## src/rtl/btob_pkg.sv

```systemverilog
package btob_pkg;

  // register byte offsets on the avalon slave
  localparam logic [3:0] OFF_CTRL = 4'h0;
  localparam logic [3:0] OFF_PC   = 4'h4;
  localparam logic [3:0] OFF_IDX  = 4'h8;
  localparam logic [3:0] OFF_STAT = 4'hc;

  // control register field positions
  localparam int CTRL_RUN     = 0;
  localparam int CTRL_EXT     = 1;
  localparam int CTRL_OVF     = 2;
  localparam int CTRL_BSR_LSB = 8;
  localparam int CTRL_BSR_MSB = 11;

  // widths
  localparam int PC_W    = 21;
  localparam int DADDR_W = 12;

  // reset values and program counter step
  localparam logic [20:0] PC_RST   = 21'h000000;
  localparam logic [11:0] IDX_RST  = 12'h000;
  localparam logic [3:0]  BSR_RST  = 4'h0;
  localparam logic [20:0] PC_STEP  = 21'h000002;

  // opcode fields
  localparam logic [3:0] OP_INV_HI = 4'h7;
  localparam logic [3:0] OP_TSC_HI = 4'hb;
  localparam logic [3:0] OP_TSS_HI = 4'ha;
  localparam logic [7:0] OP_BOV_HI = 8'he4;

  // access bank and indexed literal offset limits
  localparam logic [7:0] IDX_LIMIT   = 8'h5f;
  localparam logic [7:0] ACC_SPLIT   = 8'h80;
  localparam logic [3:0] ACC_LO_BANK = 4'h0;
  localparam logic [3:0] ACC_HI_BANK = 4'hf;

  // quarter phases, gray coded along the cycle
  typedef enum logic [1:0] {
    PH_Q1 = 2'b00,
    PH_Q2 = 2'b01,
    PH_Q3 = 2'b11,
    PH_Q4 = 2'b10
  } btob_phase_type;

  typedef enum logic [2:0] {
    CLS_NOP = 3'h0,
    CLS_INV = 3'h1,
    CLS_BOV = 3'h2,
    CLS_TSC = 3'h3,
    CLS_TSS = 3'h4
  } btob_class_type;

endpackage

```

## src/rtl/btob_core.sv

```systemverilog
// The implementer's own choices: the placing of the registers and register access over Avalon-MM.
`timescale 1ns/1ps
module btob_core (
  input  wire logic         ref_clk,
  input  wire logic         sys_rst,
  output logic      [20:0]  prog_addr,
  input  wire logic [15:0]  prog_data,
  output logic      [11:0]  dmem_addr,
  output logic              dmem_re,
  output logic              dmem_we,
  output logic      [7:0]   dmem_wdata,
  input  wire logic [7:0]   dmem_rdata,
  input  wire logic [3:0]   avs_address,
  input  wire logic         avs_read,
  input  wire logic         avs_write,
  input  wire logic [31:0]  avs_writedata,
  input  wire logic [3:0]   avs_byteenable,
  output logic      [31:0]  avs_readdata,
  output logic              avs_waitrequest
);

  btob_pkg::btob_phase_type phase_reg;
  btob_pkg::btob_class_type dec_cls;
  btob_pkg::btob_class_type cls_reg;
  logic [15:0] dec_in;
  logic [2:0]  dec_bit;
  logic [11:0] dec_addr;
  logic [20:0] dec_disp;
  logic [15:0] ir_reg;
  logic [20:0] pc_reg;
  logic [20:0] pc_next;
  logic [20:0] br_target_reg;
  logic        branch_reg;
  logic        flush_reg;
  logic        kill_reg;
  logic [7:0]  data_reg;
  logic        run_reg;
  logic        ext_reg;
  logic        ovf_reg;
  logic [3:0]  bsr_reg;
  logic [11:0] idx_reg;
  logic        last_taken_reg;
  logic        last_skip_reg;
  logic [31:0] rd_mux;
  logic [31:0] ctrl_word;
  logic        acc_wr;
  logic        tbit;
  logic [31:0] pc_merge;
  logic [31:0] ctrl_merge;
  logic [31:0] idx_merge;

  function automatic logic [7:0] bit_mask(input logic [2:0] b);
    return 8'h01 << b;
  endfunction

  function automatic logic [31:0] be_merge(input logic [31:0] old_v,
                                           input logic [31:0] new_v,
                                           input logic [3:0]  be);
    logic [31:0] r;
    r = old_v;
    for (int i = 0; i < 4; i++) begin
      if (be[i]) begin
        r[i*8 +: 8] = new_v[i*8 +: 8];
      end
    end
    return r;
  endfunction

  // in q1 the fresh word from program memory is decoded, later the held one
  assign dec_in = (phase_reg == btob_pkg::PH_Q1) ? prog_data : ir_reg;

  btob_decode u_dec (
    .instr    (dec_in),
    .bank_select_reg      (bsr_reg),
    .ext_en   (ext_reg),
    .idx_base (idx_reg),
    .cls      (dec_cls),
    .bit_sel  (dec_bit),
    .daddr    (dec_addr),
    .br_disp  (dec_disp)
  );

  assign tbit    = (data_reg & bit_mask(dec_bit)) != 8'h00;
  assign pc_next = branch_reg ? br_target_reg : pc_reg;
  assign acc_wr  = avs_write && !avs_waitrequest;
  assign ctrl_word = {16'h0000, 4'h0, bsr_reg, 5'h00, ovf_reg, ext_reg, run_reg};

  // byte-enable merge of a software write into each register's current value
  assign pc_merge   = be_merge({11'h000, pc_reg}, avs_writedata, avs_byteenable);
  assign ctrl_merge = be_merge(ctrl_word, avs_writedata, avs_byteenable);
  assign idx_merge  = be_merge({20'h00000, idx_reg}, avs_writedata, avs_byteenable);

  // quarter phase sequencer, frozen while stopped
  always_ff @(posedge ref_clk or posedge sys_rst) begin
    if (sys_rst) begin
      phase_reg <= btob_pkg::PH_Q1;
    end else if (run_reg) begin
      case (phase_reg)
        btob_pkg::PH_Q1: phase_reg <= btob_pkg::PH_Q2;
        btob_pkg::PH_Q2: phase_reg <= btob_pkg::PH_Q3;
        btob_pkg::PH_Q3: phase_reg <= btob_pkg::PH_Q4;
        btob_pkg::PH_Q4: phase_reg <= btob_pkg::PH_Q1;
        default:         phase_reg <= btob_pkg::PH_Q1;
      endcase
    end
  end

  // fetch and kill: a flushed slot runs as a no-operation
  always_ff @(posedge ref_clk or posedge sys_rst) begin
    if (sys_rst) begin
      ir_reg   <= 16'h0000;
      cls_reg  <= btob_pkg::CLS_NOP;
      kill_reg <= 1'b0;
    end else if (run_reg && phase_reg == btob_pkg::PH_Q1) begin
      ir_reg   <= prog_data;
      kill_reg <= flush_reg;
      cls_reg  <= flush_reg ? btob_pkg::CLS_NOP : dec_cls;
    end
  end

  // program counter: bumps in q1, written in q4; software write wins
  // the slot after a taken branch fetched the target and is killed, so the
  // count holds there and the target is fetched again in the next cycle
  always_ff @(posedge ref_clk or posedge sys_rst) begin
    if (sys_rst) begin
      pc_reg    <= btob_pkg::PC_RST;
      prog_addr <= btob_pkg::PC_RST;
    end else if (acc_wr && avs_address == btob_pkg::OFF_PC) begin
      pc_reg    <= pc_merge[20:0];
      prog_addr <= pc_merge[20:0];
    end else if (run_reg && phase_reg == btob_pkg::PH_Q1) begin
      pc_reg <= branch_reg ? pc_reg : pc_reg + btob_pkg::PC_STEP;
    end else if (run_reg && phase_reg == btob_pkg::PH_Q4) begin
      pc_reg    <= pc_next;
      prog_addr <= pc_next;
    end
  end

  // data memory read strobe in q2, capture at its end
  always_ff @(posedge ref_clk or posedge sys_rst) begin
    if (sys_rst) begin
      dmem_addr <= 12'h000;
      dmem_re   <= 1'b0;
      data_reg  <= 8'h00;
    end else if (run_reg) begin
      if (phase_reg == btob_pkg::PH_Q1) begin
        dmem_addr <= dec_addr;
        dmem_re   <= !flush_reg && (dec_cls == btob_pkg::CLS_INV ||
                     dec_cls == btob_pkg::CLS_TSC || dec_cls == btob_pkg::CLS_TSS);
      end else if (phase_reg == btob_pkg::PH_Q2) begin
        dmem_re  <= 1'b0;
        data_reg <= dmem_rdata;
      end
    end
  end

  // q3 processing: invert write-back, skip decision, branch target
  always_ff @(posedge ref_clk or posedge sys_rst) begin
    if (sys_rst) begin
      dmem_we        <= 1'b0;
      dmem_wdata     <= 8'h00;
      branch_reg     <= 1'b0;
      br_target_reg  <= btob_pkg::PC_RST;
      flush_reg      <= 1'b0;
      last_taken_reg <= 1'b0;
      last_skip_reg  <= 1'b0;
    end else if (run_reg) begin
      case (phase_reg)
        btob_pkg::PH_Q1: begin
          flush_reg  <= 1'b0;
          branch_reg <= 1'b0;
        end
        btob_pkg::PH_Q3: begin
          case (cls_reg)
            btob_pkg::CLS_INV: begin
              dmem_wdata <= data_reg ^ bit_mask(dec_bit);
              dmem_we    <= 1'b1;
            end
            btob_pkg::CLS_BOV: begin
              br_target_reg  <= pc_reg + dec_disp;
              branch_reg     <= ovf_reg;
              flush_reg      <= ovf_reg;
              last_taken_reg <= ovf_reg;
            end
            btob_pkg::CLS_TSC: begin
              flush_reg     <= !tbit;
              last_skip_reg <= !tbit;
            end
            btob_pkg::CLS_TSS: begin
              flush_reg     <= tbit;
              last_skip_reg <= tbit;
            end
            default: begin
              flush_reg <= 1'b0;
            end
          endcase
        end
        btob_pkg::PH_Q4: begin
          dmem_we <= 1'b0;
        end
        default: begin
          dmem_we <= 1'b0;
        end
      endcase
    end else begin
      dmem_we <= 1'b0;
    end
  end

  // software control bits; the core itself never alters the flag
  always_ff @(posedge ref_clk or posedge sys_rst) begin
    if (sys_rst) begin
      run_reg <= 1'b0;
      ext_reg <= 1'b0;
      ovf_reg <= 1'b0;
      bsr_reg <= btob_pkg::BSR_RST;
      idx_reg <= btob_pkg::IDX_RST;
    end else if (acc_wr) begin
      if (avs_address == btob_pkg::OFF_CTRL) begin
        run_reg <= ctrl_merge[btob_pkg::CTRL_RUN];
        ext_reg <= ctrl_merge[btob_pkg::CTRL_EXT];
        ovf_reg <= ctrl_merge[btob_pkg::CTRL_OVF];
        bsr_reg <= ctrl_merge[btob_pkg::CTRL_BSR_MSB:btob_pkg::CTRL_BSR_LSB];
      end else if (avs_address == btob_pkg::OFF_IDX) begin
        idx_reg <= idx_merge[11:0];
      end
    end
  end

  // read mux; unmapped offsets read zero
  always_comb begin
    case (avs_address)
      btob_pkg::OFF_CTRL: rd_mux = ctrl_word;
      btob_pkg::OFF_PC:   rd_mux = {11'h000, pc_reg};
      btob_pkg::OFF_IDX:  rd_mux = {20'h00000, idx_reg};
      btob_pkg::OFF_STAT: rd_mux = {27'h0000000, last_skip_reg, last_taken_reg,
                                    kill_reg, phase_reg};
      default:            rd_mux = 32'h00000000;
    endcase
  end

  // one wait cycle per access keeps readdata a clean flop output
  always_ff @(posedge ref_clk or posedge sys_rst) begin
    if (sys_rst) begin
      avs_waitrequest <= 1'b1;
      avs_readdata    <= 32'h00000000;
    end else if ((avs_read || avs_write) && avs_waitrequest) begin
      avs_waitrequest <= 1'b0;
      avs_readdata    <= avs_read ? rd_mux : 32'h00000000;
    end else begin
      avs_waitrequest <= 1'b1;
    end
  end

endmodule

```

## src/rtl/btob_decode.sv

```systemverilog
`timescale 1ns/1ps
module btob_decode (
  input  wire logic [15:0]            instr,
  input  wire logic [3:0]             bank_select_reg,
  input  wire logic                   ext_en,
  input  wire logic [11:0]            idx_base,
  output btob_pkg::btob_class_type    cls,
  output logic      [2:0]             bit_sel,
  output logic      [11:0]            daddr,
  output logic      [20:0]            br_disp
);

  logic [7:0] fld;
  logic       acc;

  assign fld     = instr[7:0];
  assign acc     = instr[8];
  assign bit_sel = instr[11:9];
  // doubled signed offset, sign carried up to pc width
  assign br_disp = {{12{instr[7]}}, instr[7:0], 1'b0};

  // opcode class
  always_comb begin
    cls = btob_pkg::CLS_NOP;
    if (instr[15:8] == btob_pkg::OP_BOV_HI) begin
      cls = btob_pkg::CLS_BOV;
    end else begin
      case (instr[15:12])
        btob_pkg::OP_INV_HI: cls = btob_pkg::CLS_INV;
        btob_pkg::OP_TSC_HI: cls = btob_pkg::CLS_TSC;
        btob_pkg::OP_TSS_HI: cls = btob_pkg::CLS_TSS;
        default:             cls = btob_pkg::CLS_NOP;
      endcase
    end
  end

  // data address: banked, access bank, or indexed literal offset
  always_comb begin
    if (acc) begin
      daddr = {bank_select_reg, fld};
    end else if (ext_en && (fld <= btob_pkg::IDX_LIMIT)) begin
      daddr = idx_base + {4'h0, fld};
    end else if (fld < btob_pkg::ACC_SPLIT) begin
      daddr = {btob_pkg::ACC_LO_BANK, fld};
    end else begin
      daddr = {btob_pkg::ACC_HI_BANK, fld};
    end
  end

endmodule

```

## config.mk

```make
export PLATFORM = sky130hd
export DESIGN_NAME = btob_core
export DESIGN_NICKNAME = d
export VERILOG_FILES = /design/src/rtl/btob_pkg.sv /design/src/rtl/btob_core.sv /design/src/rtl/btob_decode.sv
export SDC_FILE = /design/constraint.sdc
export NUM_CORES = 1
export LEC_CHECK = 0
export BUFFER_PORTS_ARGS = -buffer_cell sky130_fd_sc_hd__clkbuf_2
export CAP_MARGIN = 25
export CORE_UTILIZATION = 50
export DETAILED_ROUTE_END_ITERATION = 7
export HOLD_SLACK_MARGIN = 0.03
export PLACE_DENSITY = 0.77
export SKIP_LAST_GASP = 1
export SYNTH_ARGS = -nofsm -noshare
export SYNTH_HDL_FRONTEND = slang
export SYNTH_SLANG_ARGS = --single-unit
```

## constraint.sdc

```tcl
create_clock -name ref_clk -period 12.4 [get_ports ref_clk]
set_input_delay 0 -clock ref_clk [delete_from_list [all_inputs] [get_ports ref_clk]]
set_output_delay 0 -clock ref_clk [all_outputs]
set_load 0.1 [all_outputs]
```

==> flow_metrics.env <==
export IMPL_vias=8501
export IMPL_die_w_um=139
export IMPL_power_density_nw_per_um2=276
export IMPL_grt_remaining_overflow=0
export IMPL_ys_seq_area_share_pct=41.8
export IMPL_pin_count=144
export IMPL_yosys_warnings=0
export IMPL_grt_max_degree=102
export IMPL_post_cts_buffers=0
export IMPL_synth_async_sr_flop_share_pct=100
export IMPL_cts_buffers=17
export IMPL_crit_required_ns=12.70
export IMPL_cts_tree="done"
export IMPL_finalSetupViolCount=0
export IMPL_drive_gt1_share_pct=19.6
export IMPL_status="completed"
export IMPL_clk_latency_ns=0.44
export IMPL_tightest_slew_ns=0.909
export IMPL_cts_reportedPaths_clkPinSlew_ns=0.07
export IMPL_hold_buffers=53
export IMPL_finalSetupTns_ns=0
export IMPL_synth_area_um2=9450
export IMPL_start_util_pct=51.7
export IMPL_n_antenna_cell=0
export IMPL_vias_per_cell=6.02
export IMPL_grt_util_all_layers_pct=27.9
export IMPL_drtAntennaViolNets=0
export IMPL_final_cells=1411
export IMPL_nFillCells=1498
export IMPL_core_um2=18300
export IMPL_synth_seq_cells=158
export IMPL_startpoint_type="register"
export IMPL_area_growth_syn_to_layout_pct=19.9
export IMPL_ys_flop_type="dfrtp_1"
export IMPL_hp_class="primary input to register"
export IMPL_cts_root_buffer="clkbuf_16"
export IMPL_irDropWorstVdd_v=0.000147
export IMPL_cts_sinks=158
export IMPL_min_period_ns=3.61
export IMPL_synth_enable_flop_cells=0
export IMPL_drc=0
export IMPL_wire_per_inst_um=18.5
export IMPL_drt_first_iter_violations=959
export IMPL_antenna_found_initial=0
export IMPL_ctsHtreeMaxLevel=4
export IMPL_avgSynthCellArea_um2=9.27
export IMPL_grt_setup_unrepaired="no"
export IMPL_die_h_um=139
export IMPL_worst_setup_path_type="register to register"
export IMPL_hold_viol=0
export IMPL_layout_commonest_cell="nand2_1"
export IMPL_cp_arrival_ns=3.91
export IMPL_grt_pass1_wl_um=42800
export IMPL_drt_total_wl_um=26100
export IMPL_crit_path_frequent_cell="o21ai_0"
export IMPL_timing_final_crit_share_pct=29.1
export IMPL_fp_dieArea_um2=19500
export IMPL_nets=1275
export IMPL_max_freq_ghz=0.277
export IMPL_slowest_delay_ns=0.57
export IMPL_grt_pass1_vias=8246
export IMPL_final_cell_mix="161 x nand2_1, 157 x dfrtp_1, 120 x clkbuf_2"
export IMPL_slew_viol_final=0
export IMPL_port_buffers=120
export IMPL_endpoint_kind="register"
export IMPL_leakagePower_nw=5.21
export IMPL_timing_slew_headroom_pct=39.4
export IMPL_first_pass_iters=6
export IMPL_cp_max_fo=20
export IMPL_clockBufferDepth=2
export IMPL_cap_violations=0
export IMPL_rows=49
export IMPL_yosysUniqueCellTypes=77
export IMPL_hpwl_um=18200
export IMPL_clock_skew_ns=0.00881
export IMPL_post_cts_resized=0
export IMPL_finalWeightedCongestion=0.925
export IMPL_path_cells="nor2_1, buf_4, mux2_2, ha_1, a211o_1, a211oi_1, o21ai_0, a21oi_1, xor2_1, o21ai_0"
export IMPL_dpl_cell_count=1326
export IMPL_slowest_stage="dfrtp_1"
export IMPL_synthCells=1020
==> final cells by class <==
class                      count  area (um2)  area share, %
clock buffer                  17         425           3.75
clock inverter                15         224           1.98
inverter                      11        46.3          0.409
multi-input combinational    798        5190           45.8
sequential                   158        3960           34.9
tap                          229         287           2.53
timing repair buffer         183        1210           10.6
==> cells by family (layout without fill, tap and decap cells) <==
group           after synthesis  in the layout  synth area share (%)
fa+ha+maj                    38             38                  5.19
other cells                   1             11                0.0397
compound gates              281            281                  19.0
simple gates                355            355                  17.5
xor+xnor                     27             27                  2.50
buf+inv                      74            226                  3.71
mux                          86             86                  10.2
flops                       158            158                  41.8
==> metal layers <==
| metal | wire length, um | vias up | global-route usage (%) | share of wire (%) |
|---|---|---|---|---|
| met3 | 1880 | 80 | 4.54 | 7.2 |
| met1 | 11400 | 4017 | 38.6 | 44 |
| li1 | - | 4002 | - | - |
| met2 | 12100 | 402 | 43.7 | 46 |
| met4 | 763 | 0 | 11.1 | 2.9 |
| met5 | 0 | - | 0 | 0 |
==> through the flow <==
stage	util (%)	total power, mW	area (um2)	setup slack, ns	hold slack (ns)
floorplan	-	2.16	9490	8.14	0.105
global placement	55.6	2.48	10200	8.86	0.211
detailed placement	55.6	2.50	10200	8.88	0.219
CTS	62.0	3.11	11300	8.82	0.0745
global route	62.0	3.32	11300	8.51	0.115
finish	62.0	3.13	11300	8.79	0.102
==> power breakdown <==
group          switching, mW  internal [mW]
sequential             0.190          0.681
combinational           1.15          0.523
clock                  0.240          0.345
total                   1.58           1.55
==> synthesized netlist by cell type, types with 6 or more instances <==
| master | instances | area [um2] |
|---|---|---|
| nor2_1 | 72 | 270 |
| ha_1 | 36 | 450 |
| mux2i_1 | 33 | 330 |
| buf_2 | 16 | 80.1 |
| nand4_1 | 9 | 56.3 |
| a21o_1 | 8 | 60.1 |
| o21a_1 | 6 | 45.0 |
| nand2_1 | 161 | 604 |
| nand3_1 | 30 | 150 |
| nor3_1 | 19 | 95.1 |
| clkbuf_1 | 29 | 109 |
| nor2b_1 | 10 | 62.6 |
| nand2b_1 | 9 | 56.3 |
| dfrtp_1 | 157 | 3930 |
| buf_4 | 12 | 90.1 |
| a21oi_1 | 70 | 350 |
| a31oi_1 | 8 | 50.1 |
| o221ai_1 | 6 | 52.6 |
| o31ai_1 | 13 | 97.6 |
| inv_1 | 11 | 41.3 |
| o211ai_1 | 12 | 90.1 |
| a22oi_1 | 8 | 60.1 |
| mux2_2 | 48 | 541 |
| xor2_1 | 13 | 114 |
| and3_1 | 11 | 68.8 |
| a22o_1 | 14 | 123 |
| o22ai_1 | 20 | 125 |
| xnor2_1 | 14 | 123 |
| a211oi_1 | 14 | 105 |
| o21ai_0 | 77 | 385 |
==> worst paths after layout <==
check	startpoint	end	slack (ns)	cells after the start
setup / recovery	phase_reg[1]	br_target_reg[14]	8.79	10
hold / removal	avs_byteenable[1]	pc_reg[15]	0.10	3
setup reg to reg	phase_reg[1]	br_target_reg[14]	8.79	10
hold reg to reg	ir_reg[0]	ir_reg[0]	0.48	2
max in group asynchronous	sys_rst	idx_reg[10]	10.74	4
min in group asynchronous	sys_rst	dmem_addr[9]	0.31	3
==> critical path, delay by kind of cell, from the launching register on <==
kind | cells | cell delay, ns
AOI/OAI and AO/OA | 5 | 1.45
DFF | 1 | 0.57
muxes | 1 | 0.44
adders and majority gates | 1 | 0.31
buffers and inverters | 1 | 0.29
xor gates and xnor gates | 1 | 0.21
and+or+nand+nor | 1 | 0.20
Power figures use the tool's default switching activity.
